File: src/hdl/pbm_consts.svh
// Constants of the pixel balance and matrix stage: register word indices,
// field positions, fixed-point fraction widths and reset values.
// Assumes the register bus carries word addresses, one register per word.
`ifndef PBM_CONSTS_SVH
`define PBM_CONSTS_SVH

// Register word indices
`define PBM_IDX_NFGAIN 5'h00
`define PBM_IDX_THR1 5'h01
`define PBM_IDX_SLOPE 5'h02
`define PBM_IDX_OFS_R 5'h03
`define PBM_IDX_OFS_B 5'h06
`define PBM_IDX_GAIN_R 5'h07
`define PBM_IDX_GAIN_B 5'h0a
`define PBM_IDX_COEF_RR 5'h0b
`define PBM_IDX_COEF_GG 5'h0f
`define PBM_IDX_CTRL 5'h10
`define PBM_IDX_STAT 5'h11

// Field positions
`define PBM_CTRL_SEL_BIT 0
`define PBM_STAT_BV_BIT 4
`define PBM_STAT_MV_BIT 5

// Fraction bits of the fixed-point fields
`define PBM_NFG_FRAC 5
`define PBM_WBG_FRAC 9
`define PBM_COEF_FRAC 8

// Reset values and limits
`define PBM_RST_WBG 13'h0200
`define PBM_RST_COEF_UNITY 12'h100
`define PBM_RST_ZERO12 12'h000
`define PBM_PIX_MAX 12'hfff

`endif

File: src/hdl/pbm_pkg.sv
// Types of the pixel balance and matrix stage.
// Assumes 12-bit pixels on both pixel streams.
package pbm_pkg;

  // Bayer colour of a raw pixel
  typedef enum logic [1:0] {
    PBM_COL_R = 2'b00,
    PBM_COL_GR = 2'b01,
    PBM_COL_GB = 2'b10,
    PBM_COL_B = 2'b11
  } pbm_colour_t;

  // Register bus handshake state
  typedef enum logic {
    PBM_BUS_ACK = 1'b0,
    PBM_BUS_WAIT = 1'b1
  } pbm_bus_state_t;

  typedef struct packed {
    pbm_colour_t colour;
    logic [11:0] value;
  } pbm_bayer_t;

  typedef struct packed {
    logic [11:0] r;
    logic [11:0] g;
    logic [11:0] b;
  } pbm_rgb_t;

  typedef struct packed {
    logic read;
    logic write;
    logic [4:0] address;
    logic [31:0] writedata;
  } pbm_avm_req_t;

endpackage

File: src/hdl/pbm_stage.sv
// Pixel balance and matrix stage: register file on Avalon-MM, green
// imbalance thresholds, white balance with an output FIFO, colour matrix.
// Assumes single-clock neighbours on both pixel streams and a bus master
// that holds its request until waitrequest is seen low.
`timescale 1ns/1ps
`default_nettype none
`include "pbm_consts.svh"

// First-word FIFO with registered room flag
module pbm_fifo #(
  parameter int W = 14,
  parameter int DEPTH = 8,
  parameter int AW = 3
) (
  // Clock and control
  input wire logic clk_in,
  input wire logic rst_n_in,
  input wire logic ce_in,
  // Fill side
  input wire logic in_valid_in,
  input wire logic [W-1:0] in_data_in,
  output logic in_ready_out,
  // Drain side
  output logic out_valid_out,
  output logic [W-1:0] out_data_out,
  input wire logic out_ready_in,
  output logic [AW:0] count_out
);
  typedef struct packed {
    logic [DEPTH-1:0][W-1:0] mem;
    logic [AW-1:0] wp;
    logic [AW-1:0] rp;
    logic [AW:0] cnt;
    logic room;
  } pbm_fifo_state_t;

  pbm_fifo_state_t st;
  pbm_fifo_state_t nx;
  logic push;
  logic pop;

  // Handshakes on both sides
  assign push = ce_in && in_valid_in && st.room;
  assign pop = ce_in && out_ready_in && (st.cnt != '0);
  assign in_ready_out = st.room;
  assign out_valid_out = (st.cnt != '0);
  assign out_data_out = st.mem[st.rp];
  assign count_out = st.cnt;

  // Pointers, level and the room flag
  always_comb begin
    nx = st;
    if (push) begin
      nx.mem[st.wp] = in_data_in;
      nx.wp = st.wp + 1'b1;
    end
    if (pop) begin
      nx.rp = st.rp + 1'b1;
    end
    nx.cnt = st.cnt + (AW+1)'(push) - (AW+1)'(pop);
    // Registered so the filling side sees a clean flop
    nx.room = (nx.cnt != (AW+1)'(DEPTH));
  end

  always_ff @(posedge clk_in or negedge rst_n_in) begin
    if (!rst_n_in) begin
      st <= '{mem: '0, wp: '0, rp: '0, cnt: '0, room: 1'b1};
    end else begin
      st <= nx;
    end
  end
endmodule

// Summary of operation
// - With the table source chosen, each table threshold is scaled by an 8-bit U3.5 gain.
// - With the register source chosen, the programmed 12-bit value is the first threshold.
// - With the register source chosen, thresholds two to four add the slope one to three times.
// - Each Bayer colour gets its own signed 12-bit offset, all cleared at reset.
// - Each Bayer colour is scaled by its own U4.9 gain that resets to unity, code 512.
// - Matrix coefficients are signed 12-bit values with eight fraction bits.
// - After reset the matrix holds unity in RR and GG and zero in GR, RB and RG.
// - The source select bit picks programmed thresholds at zero and table thresholds at one.
module pbm_stage #(
  parameter int FIFO_DEPTH = 8,
  parameter int FIFO_AW = 3
) (
  // Clock, reset and enable
  input wire logic core_clk_in,
  input wire logic rst_n_in,
  input wire logic ce_in,
  // Avalon-MM register slave
  input wire pbm_pkg::pbm_avm_req_t avm_req_in,
  output logic [31:0] avm_readdata_out,
  output logic avm_waitrequest_out,
  // Green imbalance thresholds
  input wire logic [3:0][9:0] nf2_thr_in,
  output logic [3:0][11:0] green_fix_thresh_first_out,
  // Bayer pixels in
  input wire logic bayer_valid_in,
  input wire pbm_pkg::pbm_bayer_t bayer_in,
  output logic bayer_ready_out,
  // Bayer pixels out
  output logic bayer_valid_out,
  output pbm_pkg::pbm_bayer_t bayer_out,
  input wire logic bayer_ready_in,
  // RGB pixels in
  input wire logic rgb_valid_in,
  input wire pbm_pkg::pbm_rgb_t rgb_in,
  output logic rgb_ready_out,
  // RGB pixels out
  output logic rgb_valid_out,
  output pbm_pkg::pbm_rgb_t rgb_out,
  input wire logic rgb_ready_in
);
  import pbm_pkg::*;

  typedef struct packed {
    pbm_bus_state_t bus;
    logic [31:0] rdata;
    logic [7:0] nfgain;
    logic [11:0] thr1;
    logic [11:0] slope;
    logic sel;
    logic [3:0][11:0] offs;
    logic [3:0][12:0] gains;
    logic [4:0][11:0] coef;
    logic [3:0][11:0] thr;
    logic bv;
    pbm_bayer_t bo;
    logic mv;
    logic mrdy;
    pbm_rgb_t mo;
  } pbm_state_t;

  localparam pbm_state_t ST_RST = '{
    bus: PBM_BUS_WAIT,
    rdata: '0,
    nfgain: '0,
    thr1: '0,
    slope: '0,
    sel: 1'b0,
    offs: '0,
    gains: {4{`PBM_RST_WBG}},
    coef: {`PBM_RST_COEF_UNITY, `PBM_RST_ZERO12, `PBM_RST_ZERO12,
           `PBM_RST_ZERO12, `PBM_RST_COEF_UNITY},
    thr: '0,
    bv: 1'b0,
    bo: '0,
    mv: 1'b0,
    mrdy: 1'b1,
    mo: '0
  };

  pbm_state_t st;
  pbm_state_t nx;
  logic [4:0] idx;
  logic [31:0] rd_word;
  logic [11:0] thr_calc [4];
  logic [1:0] ci;
  logic signed [13:0] wb_sum;
  logic [12:0] wb_base;
  logic [25:0] wb_prod;
  logic [16:0] wb_shift;
  logic [11:0] wb_value;
  logic f_valid;
  logic f_ready;
  pbm_bayer_t f_data;
  logic [FIFO_AW:0] f_count;
  logic pop;
  logic rgb_take;
  logic signed [26:0] acc_r;
  logic signed [26:0] acc_g;

  // Matrix sum back to pixel range
  function automatic logic [11:0] pbm_clip(input logic signed [26:0] acc);
    logic signed [18:0] sh;
    sh = 19'(acc >>> `PBM_COEF_FRAC);
    if (sh < 0) begin
      return 12'h000;
    end else if (sh > 19'sh00fff) begin
      return `PBM_PIX_MAX;
    end
    return sh[11:0];
  endfunction

  assign idx = avm_req_in.address;

  // Outputs straight from state
  assign avm_readdata_out = st.rdata;
  assign avm_waitrequest_out = st.bus;
  assign green_fix_thresh_first_out = st.thr;
  assign bayer_valid_out = st.bv;
  assign bayer_out = st.bo;
  assign rgb_ready_out = st.mrdy;
  assign rgb_valid_out = st.mv;
  assign rgb_out = st.mo;

  // Per-threshold source choice, saturated to the 12-bit field
  for (genvar i = 0; i < 4; i++) begin : g_thr
    logic [17:0] nf_p;
    logic [12:0] nf_s;
    logic [13:0] rg_s;
    assign nf_p = nf2_thr_in[i] * st.nfgain;
    assign nf_s = 13'(nf_p >> `PBM_NFG_FRAC);
    assign rg_s = {2'b00, st.thr1} + 14'(14'(i) * {2'b00, st.slope});
    assign thr_calc[i] = st.sel ?
      (nf_s[12] ? `PBM_PIX_MAX : nf_s[11:0]) :
      ((|rg_s[13:12]) ? `PBM_PIX_MAX : rg_s[11:0]);
  end

  // White balance of the incoming Bayer pixel
  always_comb begin
    ci = bayer_in.colour;
    wb_sum = $signed({2'b00, bayer_in.value}) +
      $signed({{2{st.offs[ci][11]}}, st.offs[ci]});
    wb_base = wb_sum[13] ? 13'h0000 : wb_sum[12:0];
    wb_prod = wb_base * st.gains[ci];
    wb_shift = 17'(wb_prod >> `PBM_WBG_FRAC);
    wb_value = (|wb_shift[16:12]) ? `PBM_PIX_MAX : wb_shift[11:0];
  end

  always_comb begin
    acc_r = 27'($signed(st.coef[0]) * $signed({1'b0, rgb_in.r})) +
      27'($signed(st.coef[1]) * $signed({1'b0, rgb_in.g})) +
      27'($signed(st.coef[2]) * $signed({1'b0, rgb_in.b}));
    // Green lacks its blue term; the matrix has no coefficient for it
    acc_g = 27'($signed(st.coef[3]) * $signed({1'b0, rgb_in.r})) +
      27'($signed(st.coef[4]) * $signed({1'b0, rgb_in.g}));
  end

  // Read mux, reserved bits zero
  always_comb begin
    rd_word = 32'h0000_0000;
    if (idx == `PBM_IDX_NFGAIN) begin
      rd_word[7:0] = st.nfgain;
    end else if (idx == `PBM_IDX_THR1) begin
      rd_word[11:0] = st.thr1;
    end else if (idx == `PBM_IDX_SLOPE) begin
      rd_word[11:0] = st.slope;
    end else if (idx >= `PBM_IDX_OFS_R && idx <= `PBM_IDX_OFS_B) begin
      rd_word[11:0] = st.offs[2'(idx - `PBM_IDX_OFS_R)];
    end else if (idx >= `PBM_IDX_GAIN_R && idx <= `PBM_IDX_GAIN_B) begin
      rd_word[12:0] = st.gains[2'(idx - `PBM_IDX_GAIN_R)];
    end else if (idx >= `PBM_IDX_COEF_RR && idx <= `PBM_IDX_COEF_GG) begin
      rd_word[11:0] = st.coef[3'(idx - `PBM_IDX_COEF_RR)];
    end else if (idx == `PBM_IDX_CTRL) begin
      rd_word[`PBM_CTRL_SEL_BIT] = st.sel;
    end else if (idx == `PBM_IDX_STAT) begin
      rd_word[FIFO_AW:0] = f_count;
      rd_word[`PBM_STAT_BV_BIT] = st.bv;
      rd_word[`PBM_STAT_MV_BIT] = st.mv;
    end
  end

  // Drain FIFO into the output register when it is free or taken
  assign pop = ce_in && f_valid && (!st.bv || bayer_ready_in);
  assign rgb_take = rgb_valid_in && st.mrdy;

  pbm_fifo #(
    .W($bits(pbm_bayer_t)),
    .DEPTH(FIFO_DEPTH),
    .AW(FIFO_AW)
  ) u_fifo (
    .clk_in(core_clk_in),
    .rst_n_in(rst_n_in),
    .ce_in(ce_in),
    .in_valid_in(bayer_valid_in),
    .in_data_in({bayer_in.colour, wb_value}),
    .in_ready_out(f_ready),
    .out_valid_out(f_valid),
    .out_data_out(f_data),
    .out_ready_in(pop),
    .count_out(f_count)
  );
  assign bayer_ready_out = f_ready;

  // Next state: bus, registers, thresholds and both pixel stages
  always_comb begin
    nx = st;
    if (ce_in) begin
      case (st.bus)
        PBM_BUS_WAIT: begin
          // One wait cycle lets the read word settle in a flop
          if (avm_req_in.read || avm_req_in.write) begin
            nx.bus = PBM_BUS_ACK;
            nx.rdata = rd_word;
          end
        end
        PBM_BUS_ACK: begin
          nx.bus = PBM_BUS_WAIT;
          if (avm_req_in.write) begin
            if (idx == `PBM_IDX_NFGAIN) begin
              nx.nfgain = avm_req_in.writedata[7:0];
            end else if (idx == `PBM_IDX_THR1) begin
              nx.thr1 = avm_req_in.writedata[11:0];
            end else if (idx == `PBM_IDX_SLOPE) begin
              nx.slope = avm_req_in.writedata[11:0];
            end else if (idx >= `PBM_IDX_OFS_R && idx <= `PBM_IDX_OFS_B) begin
              nx.offs[2'(idx - `PBM_IDX_OFS_R)] = avm_req_in.writedata[11:0];
            end else if (idx >= `PBM_IDX_GAIN_R && idx <= `PBM_IDX_GAIN_B) begin
              nx.gains[2'(idx - `PBM_IDX_GAIN_R)] = avm_req_in.writedata[12:0];
            end else if (idx >= `PBM_IDX_COEF_RR && idx <= `PBM_IDX_COEF_GG) begin
              nx.coef[3'(idx - `PBM_IDX_COEF_RR)] = avm_req_in.writedata[11:0];
            end else if (idx == `PBM_IDX_CTRL) begin
              nx.sel = avm_req_in.writedata[`PBM_CTRL_SEL_BIT];
            end
          end
        end
        default: begin
          nx.bus = PBM_BUS_WAIT;
        end
      endcase
      for (int k = 0; k < 4; k++) begin
        nx.thr[k] = thr_calc[k];
      end
      // Bayer output register
      if (pop) begin
        nx.bv = 1'b1;
        nx.bo = f_data;
      end else if (bayer_ready_in) begin
        nx.bv = 1'b0;
      end
      // Matrix stage: half rate, traded for a ready that is a plain flop
      if (rgb_take) begin
        nx.mv = 1'b1;
        nx.mo.r = pbm_clip(acc_r);
        nx.mo.g = pbm_clip(acc_g);
        nx.mo.b = rgb_in.b;
      end else if (st.mv && rgb_ready_in) begin
        nx.mv = 1'b0;
      end
      nx.mrdy = !nx.mv;
    end
  end

  // State register
  always_ff @(posedge core_clk_in or negedge rst_n_in) begin
    if (!rst_n_in) begin
      st <= ST_RST;
    end else begin
      st <= nx;
    end
  end
endmodule

`default_nettype wire

File: config.mk
export PLATFORM = sky130hd
export DESIGN_NAME = pbm_stage
export DESIGN_NICKNAME = d
export VERILOG_FILES = /design/src/hdl/pbm_pkg.sv /design/src/hdl/pbm_stage.sv
export VERILOG_INCLUDE_DIRS = /design/src /design/src/hdl
export SDC_FILE = /design/constraint.sdc
export NUM_CORES = 2
export LEC_CHECK = 0
export BUFFER_PORTS_ARGS = -buffer_cell sky130_fd_sc_hd__buf_4
export CELL_PAD_IN_SITES_DETAIL_PLACEMENT = 0
export CELL_PAD_IN_SITES_GLOBAL_PLACEMENT = 1
export CORE_ASPECT_RATIO = 0.6
export CORE_MARGIN = 1
export CORE_UTILIZATION = 52
export CTS_CLUSTER_SIZE = 14
export DETAILED_ROUTE_END_ITERATION = 8
export HOLD_SLACK_MARGIN = 0.1
export PLACE_DENSITY_LB_ADDON = 0.25
export SLEW_MARGIN = 30
export SYNTH_ARGS = -nofsm -noshare
export SYNTH_HDL_FRONTEND = slang
export SYNTH_SLANG_ARGS = --single-unit
File: constraint.sdc
create_clock -name core_clk_in -period 12.4 [get_ports core_clk_in]
set_input_delay 3.72 -clock core_clk_in [delete_from_list [all_inputs] [get_ports core_clk_in]]
set_output_delay 3.72 -clock core_clk_in [all_outputs]
set_load 0.01 [all_outputs]
; ---- Word-level counts from Yosys, hierarchy flattened
; Cells that the tools add are included.
; Widths: inputs -> output; s select.
[totals]
reg_bits = 431
latchBits = 0
ramBits = 0
rom_bits = 0
input_bits = 136
out_inout_bits = 135
n_memories = 0
[op_classes]
n_addsub = 14
mul = 11
n_div = 0
n_lt_le_gt_ge = 20
eq_ne = 5
n_shift = 0
mux = 73
bitwise_logic = 7
reduce_logical = 37
[op_table]
columns = operator, n
row1 = $mux 12, 27
row2 = $mul 12x13->25, 5
row3 = $bwmux 112, 1
row4 = $mul 10x8->18, 4
row5 = $bwmux 60, 1
row6 = $add 25x25->26, 2
row7 = $bmux 13 s2, 2
row8 = $bwmux 52, 1
row9 = $mux 13, 4
row10 = $bmux 12 s2, 2
row11 = $bwmux 48, 1
row12 = $bmux 14 s3, 1
row13 = $demux 14 s3, 1
row14 = $bmux 12 s3, 1
row15 = $demux 12 s3, 1
row16 = $mux 33, 1
row17 = $mux 14, 2
row18 = $add 26x25->27, 1
row19 = $demux 13 s2, 1
row20 = $mul 13x13->26, 1
row21 = $demux 12 s2, 1
row22 = $gt 19x13->1 const B, 1
row23 = $lt 19x1->1 const B, 1
row24 = $gt 18x13->1 const B, 1
row25 = 47 further kinds, 103

; ---- Depth between registers and ports, before layout
[logic_depth]
depth_word = 11
mapped_depth = 38
depth_no_buf = 32

; ---- Hierarchy
; A second synthesis with hierarchy kept.
[unflattened]
hier_cells = 6468
hier_area_um2 = 62820.2
[modules_own_cells]
columns = mod, instances, cells_per_inst, area_per_inst_um2, seq_area_each_um2
row1 = pbm_stage, 1, 6123, 57098.5, 7717.4
row2 = pbm_fifo, 1, 345, 5721.7, 3079.2

; ---- Worst setup path after synthesis
; OpenSTA, ideal clock, no wires.
[synth_timing]
kind = input-to-reg
startpoint = in bayer_in[12] (netlist name)
endpoint = reg u_fifo.st[111] (netlist name)
setup_ns = 0.147
arrival_ns = 12.651
required_time_ns = 12.253
setup_slack_ns = -0.398
path_stages = 34
n_path_buf = 5
path_cell_list = buf_1 buf_1 mux4_2 ha_1 a211oi_1 o21ai_0 a21oi_1 o21bai_1 a21o_1 a21o_1 a21o_1 a21oi_1 buf_2 mux2_2 fa_1 fa_1 inv_1 fa_1 inv_1 fa_1 fa_1 inv_1 ha_1 a21o_1 a21o_1 a2111oi_0 o211ai_1 a21oi_1 nor3_1 or4b_1 nor3_2 buf_4 buf_6 a31oi_1
[synth_between]
elab_chain_cells = 8
elab_cells_between_ends = 10
[synth_rtl]
columns = item, line_no
row1 = start: declaration, pbm_stage.sv:100  ; input wire pbm_pkg::pbm_bayer_t bayer_in,
row2 = $bmux 12 s2, pbm_stage.sv:215  ; $signed({{2{st.offs[ci][11]}}, st.offs[ci]});
row3 = $mux 12 (not written as such), pbm_stage.sv:215
row4 = $add 13x12->14, pbm_stage.sv:214  ; wb_sum = $signed({2'b00, bayer_in.value}) +
row5 = $mux 13, pbm_stage.sv:216  ; wb_base = wb_sum[13] ? 13'h0000 : wb_sum[12:0];
row6 = $mul 13x13->26 *, pbm_stage.sv:217  ; wb_prod = wb_base * st.gains[ci];
row7 = $reduce_or 5->1, pbm_stage.sv:219  ; wb_value = (|wb_shift[16:12]) ? `PBM_PIX_MAX : wb_shift[11:0];
row8 = $mux 12 *, pbm_stage.sv:219
row9 = $bwmux 112 *, pbm_stage.sv:54  ; nx.mem[st.wp] = in_data_in;
row10 = end signal: assignment, pbm_stage.sv:67  ; st <= '{mem: '0, wp: '0, rp: '0, cnt: '0, room: 1'b1};
row11 = end signal: assignment, pbm_stage.sv:69  ; st <= nx;
row12 = end: declaration, pbm_stage.sv:37  ; pbm_fifo_state_t st;
; Every way passes the cells marked *; elsewhere a longest branch is shown, timed or not. The select of a mux whose other input is x is not followed.
; A chain may end at the register's enable or synchronous reset.

; ---- Worst setup path in the final report
[layout_timing]
startpoint = in bayer_in[12] (netlist name)
endpoint = reg u_fifo.st[84] (netlist name)
; Same word-level chain as after synthesis.

==> out/qor.txt <==
Outcome -> finished, final reports clean
I/O Pins -> 271
Total track usage -> 0.303
CTS Buffer Depth -> 3
Post-synth cell types -> 84
Pwr/cell area -> 119 mW/mm^2
Pin count of the biggest net entering global routing -> 104
Achievable Freq -> 0.0841 GHz
Worst skew pair latency -> 0.66 ns
Count of flip-flops with a built-in enable after synthesis -> 0
Vias -> 46675
Layout Utilization -> 0.562
Synth area leaders -> fa_1, dfrtp_1, ha_1
Final setup vio count -> 0
DRT Pass-1 Iters -> 6
Clock tree from TritonCTS -> done
Cell mode on critical path -> fa_1
Slowest CP cell -> or4b_1
Area leader, netlist -> fa_1
Most frequent cell after synthesis -> inv_1
Slew @ Worst Pin -> 0.960 ns
Clock Root Buffer -> clkbuf_16
Uppermost layer routed -> met5
Vias in the first global route -> 47359
Final GP Congestion -> 0.909
Number of synthesized register bits -> 431
Layout area overhead -> 6.71%
Worst-path clk slew -> 0.06 ns
Critical Path RT -> 12.88 ns
Port Buf Inserts -> 232
Crit end category -> flip-flop
DR WL/cell -> 21.9 microns
Initial antenna violation count -> 15
Global-route wire length before repair -> 287 mm
Final nets -> 8340
Crit path largest cell delay -> 0.59 ns
Post-synth top cells -> inv_1, fa_1, nand2_1
Critical path class -> in2reg
Max Cap Viol -> 0
Tot Pwr -> 0.00801 W
Dpl hpwl -> 144 mm
Post-CTS setup buffers -> 0
R2R Setup Slk -> 3.38 ns
Static leakage -> 34.1 nW
Fin Clk Skew -> 0.0437 ns
H-tree depth -> 2
Hold_sp -> u_fifo.st[122]
Period utilization -> 0.959
CTS sink count -> 431
WL final -> 183 mm
Slew HR -> 0.343
RSZ-0062 raised after global routing -> false
Critical path launch point type -> primary input
Met1 wire length -> 88.1 mm
FP Rows -> 98
Vias per Instance -> 5.61
Post-Syn Instances -> 6725
Initial DRC count -> 4173
Setup TNS -> 0 ns
FFs w/ async S/R, synth -> 1.00
Crit path DAT -> 12.38 ns
Die Y-Extent -> 272 microns
Detail Route Antenna Nets -> 0
Layout cell share with drive strength beyond 1 -> 0.115
Mapped Avg Cell Area -> 9.39 sq um
VDD IR-drop max -> 0.124 mV
Die area -> 0.123 sq mm
Reg2reg path depth -> 30
Synth top area share -> 0.304
Final min period -> 11.90 ns
Most used flip-flop cell after synthesis -> dfrtp_1
Crit Path Max Fanout -> 48
Post-Syn Area -> 0.0631 sq mm
Hold EP -> u_fifo.st[122]
Worst min-delay path class -> reg2reg
Max Slew Vio Count -> 0
Die width -> 452 microns
Metal3 WL -> 19.0 mm
Reg-to-Reg Start -> st[250]
Sequential share of the synthesized area -> 0.171
Hold-fix buffers at CTS -> 0
Initial core utilization -> 0.527
Met2 wire length -> 72.3 mm
R2r endpoint -> u_fifo.st[84]
Synth warnings -> 0
DRC -> 0
Hold path cells -> 2
Final Hold Violating Endpoints -> 0
Fillers -> 10706
TritonCTS Buffers -> 46
Core ar. -> 0.120 sq mm
Total global routing overflow -> 0
sequential cells by signal, indices dropped and copies added, names as in the netlist, 4 cells and up:
signal and flops:
u_fifo.count_out 4, avm_readdata_out 13, bayer_out 14, u_fifo.st 118, st 193, green_fix_thresh_first_out 48, rgb_out 36
final cells by class:
cell class / count / area (sq um) / share of cell area
Antenna cell: 6 / 15.0 / 0.000223
Clock buffer: 58 / 1250 / 0.0185
Clock inverter: 28 / 299 / 0.00444
Inverter: 1206 / 4530 / 0.0672
Multi-Input combinational cell: 4642 / 45700 / 0.679
Sequential cell: 431 / 10800 / 0.160
Tap cell: 1600 / 2000 / 0.0297
Timing Repair Buffer: 355 / 2760 / 0.0409
layer usage:
metal  up-vias  global-route usage
met2      1837               0.411
met5         -                   0
met3       157              0.0764
met4         6              0.0533
li1      20933                   -
met1     23742               0.486
how the worst max path moves through the flow:
stage	startpoint	endpoint	cells past startpoint
after floorplan	bayer_in[13]	u_fifo.st[111]	35
after CTS	bayer_in[12]	u_fifo.st[100]	33
after global placement	bayer_in[12]	u_fifo.st[116]	33
after detailed placement	bayer_in[12]	u_fifo.st[74]	33
after global routing	bayer_in[12]	u_fifo.st[74]	33
final	bayer_in[12]	u_fifo.st[84]	31
cell usage in the layout (no fill, tap or decap), drive strengths merged, types with 55 or more instances in the layout:
| cell | Yosys | routed |
|---|---|---|
| a21oi | 165 | 165 |
| a31oi | 108 | 108 |
| and2 | 441 | 441 |
| buf | 169 | 355 |
| clkbuf | 295 | 58 |
| dfrtp | 422 | 422 |
| fa | 958 | 958 |
| ha | 564 | 564 |
| inv | 1205 | 1210 |
| mux2 | 203 | 203 |
| mux4 | 74 | 74 |
| nand2 | 859 | 859 |
| nand2b | 55 | 55 |
| nand3 | 59 | 59 |
| nor2 | 353 | 353 |
| o21ai | 105 | 105 |
| xnor2 | 85 | 85 |
| xor2 | 57 | 57 |
what timing repair did:
action	CTS	global route
resized for setup	0	4
endpoints found under the setup margin	0	96
hold endpoints to repair	0	0
metrics by stage:
step | std cells | hold WS (ns) | setup slack [ns] | area (sq um)
2_1_floorplan | 6743 | 0.440 | 0.0109 | 63200
3_3_place_gp | 8232 | 0.453 | -0.144 | 65700
3_5_place_dp | 8233 | 0.462 | -0.212 | 65800
4_1_cts | 8319 | 0.479 | 0.423 | 67300
5_1_grt | 8326 | 0.495 | 0.00838 | 67400
6_report | 8326 | 0.474 | 0.505 | 67400
critical path: cells and delay by family:
kind | cells | cell delay, ns
xor+xnor | 1 | 0.36
simple gates | 6 | 1.42
buf+inv | 8 | 1.14
fa+ha+maj | 7 | 3.04
compound gates | 7 | 1.91
mux | 2 | 0.71
logic make-up after synthesis:
kind of cell | synth area share
compound gates | 0.0713
xor+xnor | 0.0197
fa+ha+maj | 0.416
buf+inv | 0.108
flops | 0.171
mux | 0.0695
other cells | 0.0000594
simple gates | 0.145
power breakdown:
group | internal [W] | total (W) | switching, W
clock | 0.000791 | 0.00147 | 0.000680
combinational | 0.00188 | 0.00443 | 0.00255
sequential | 0.00176 | 0.00211 | 0.000349
total | 0.00443 | 0.00801 | 0.00358
Note: power is estimated with default switching activity, not from simulation.
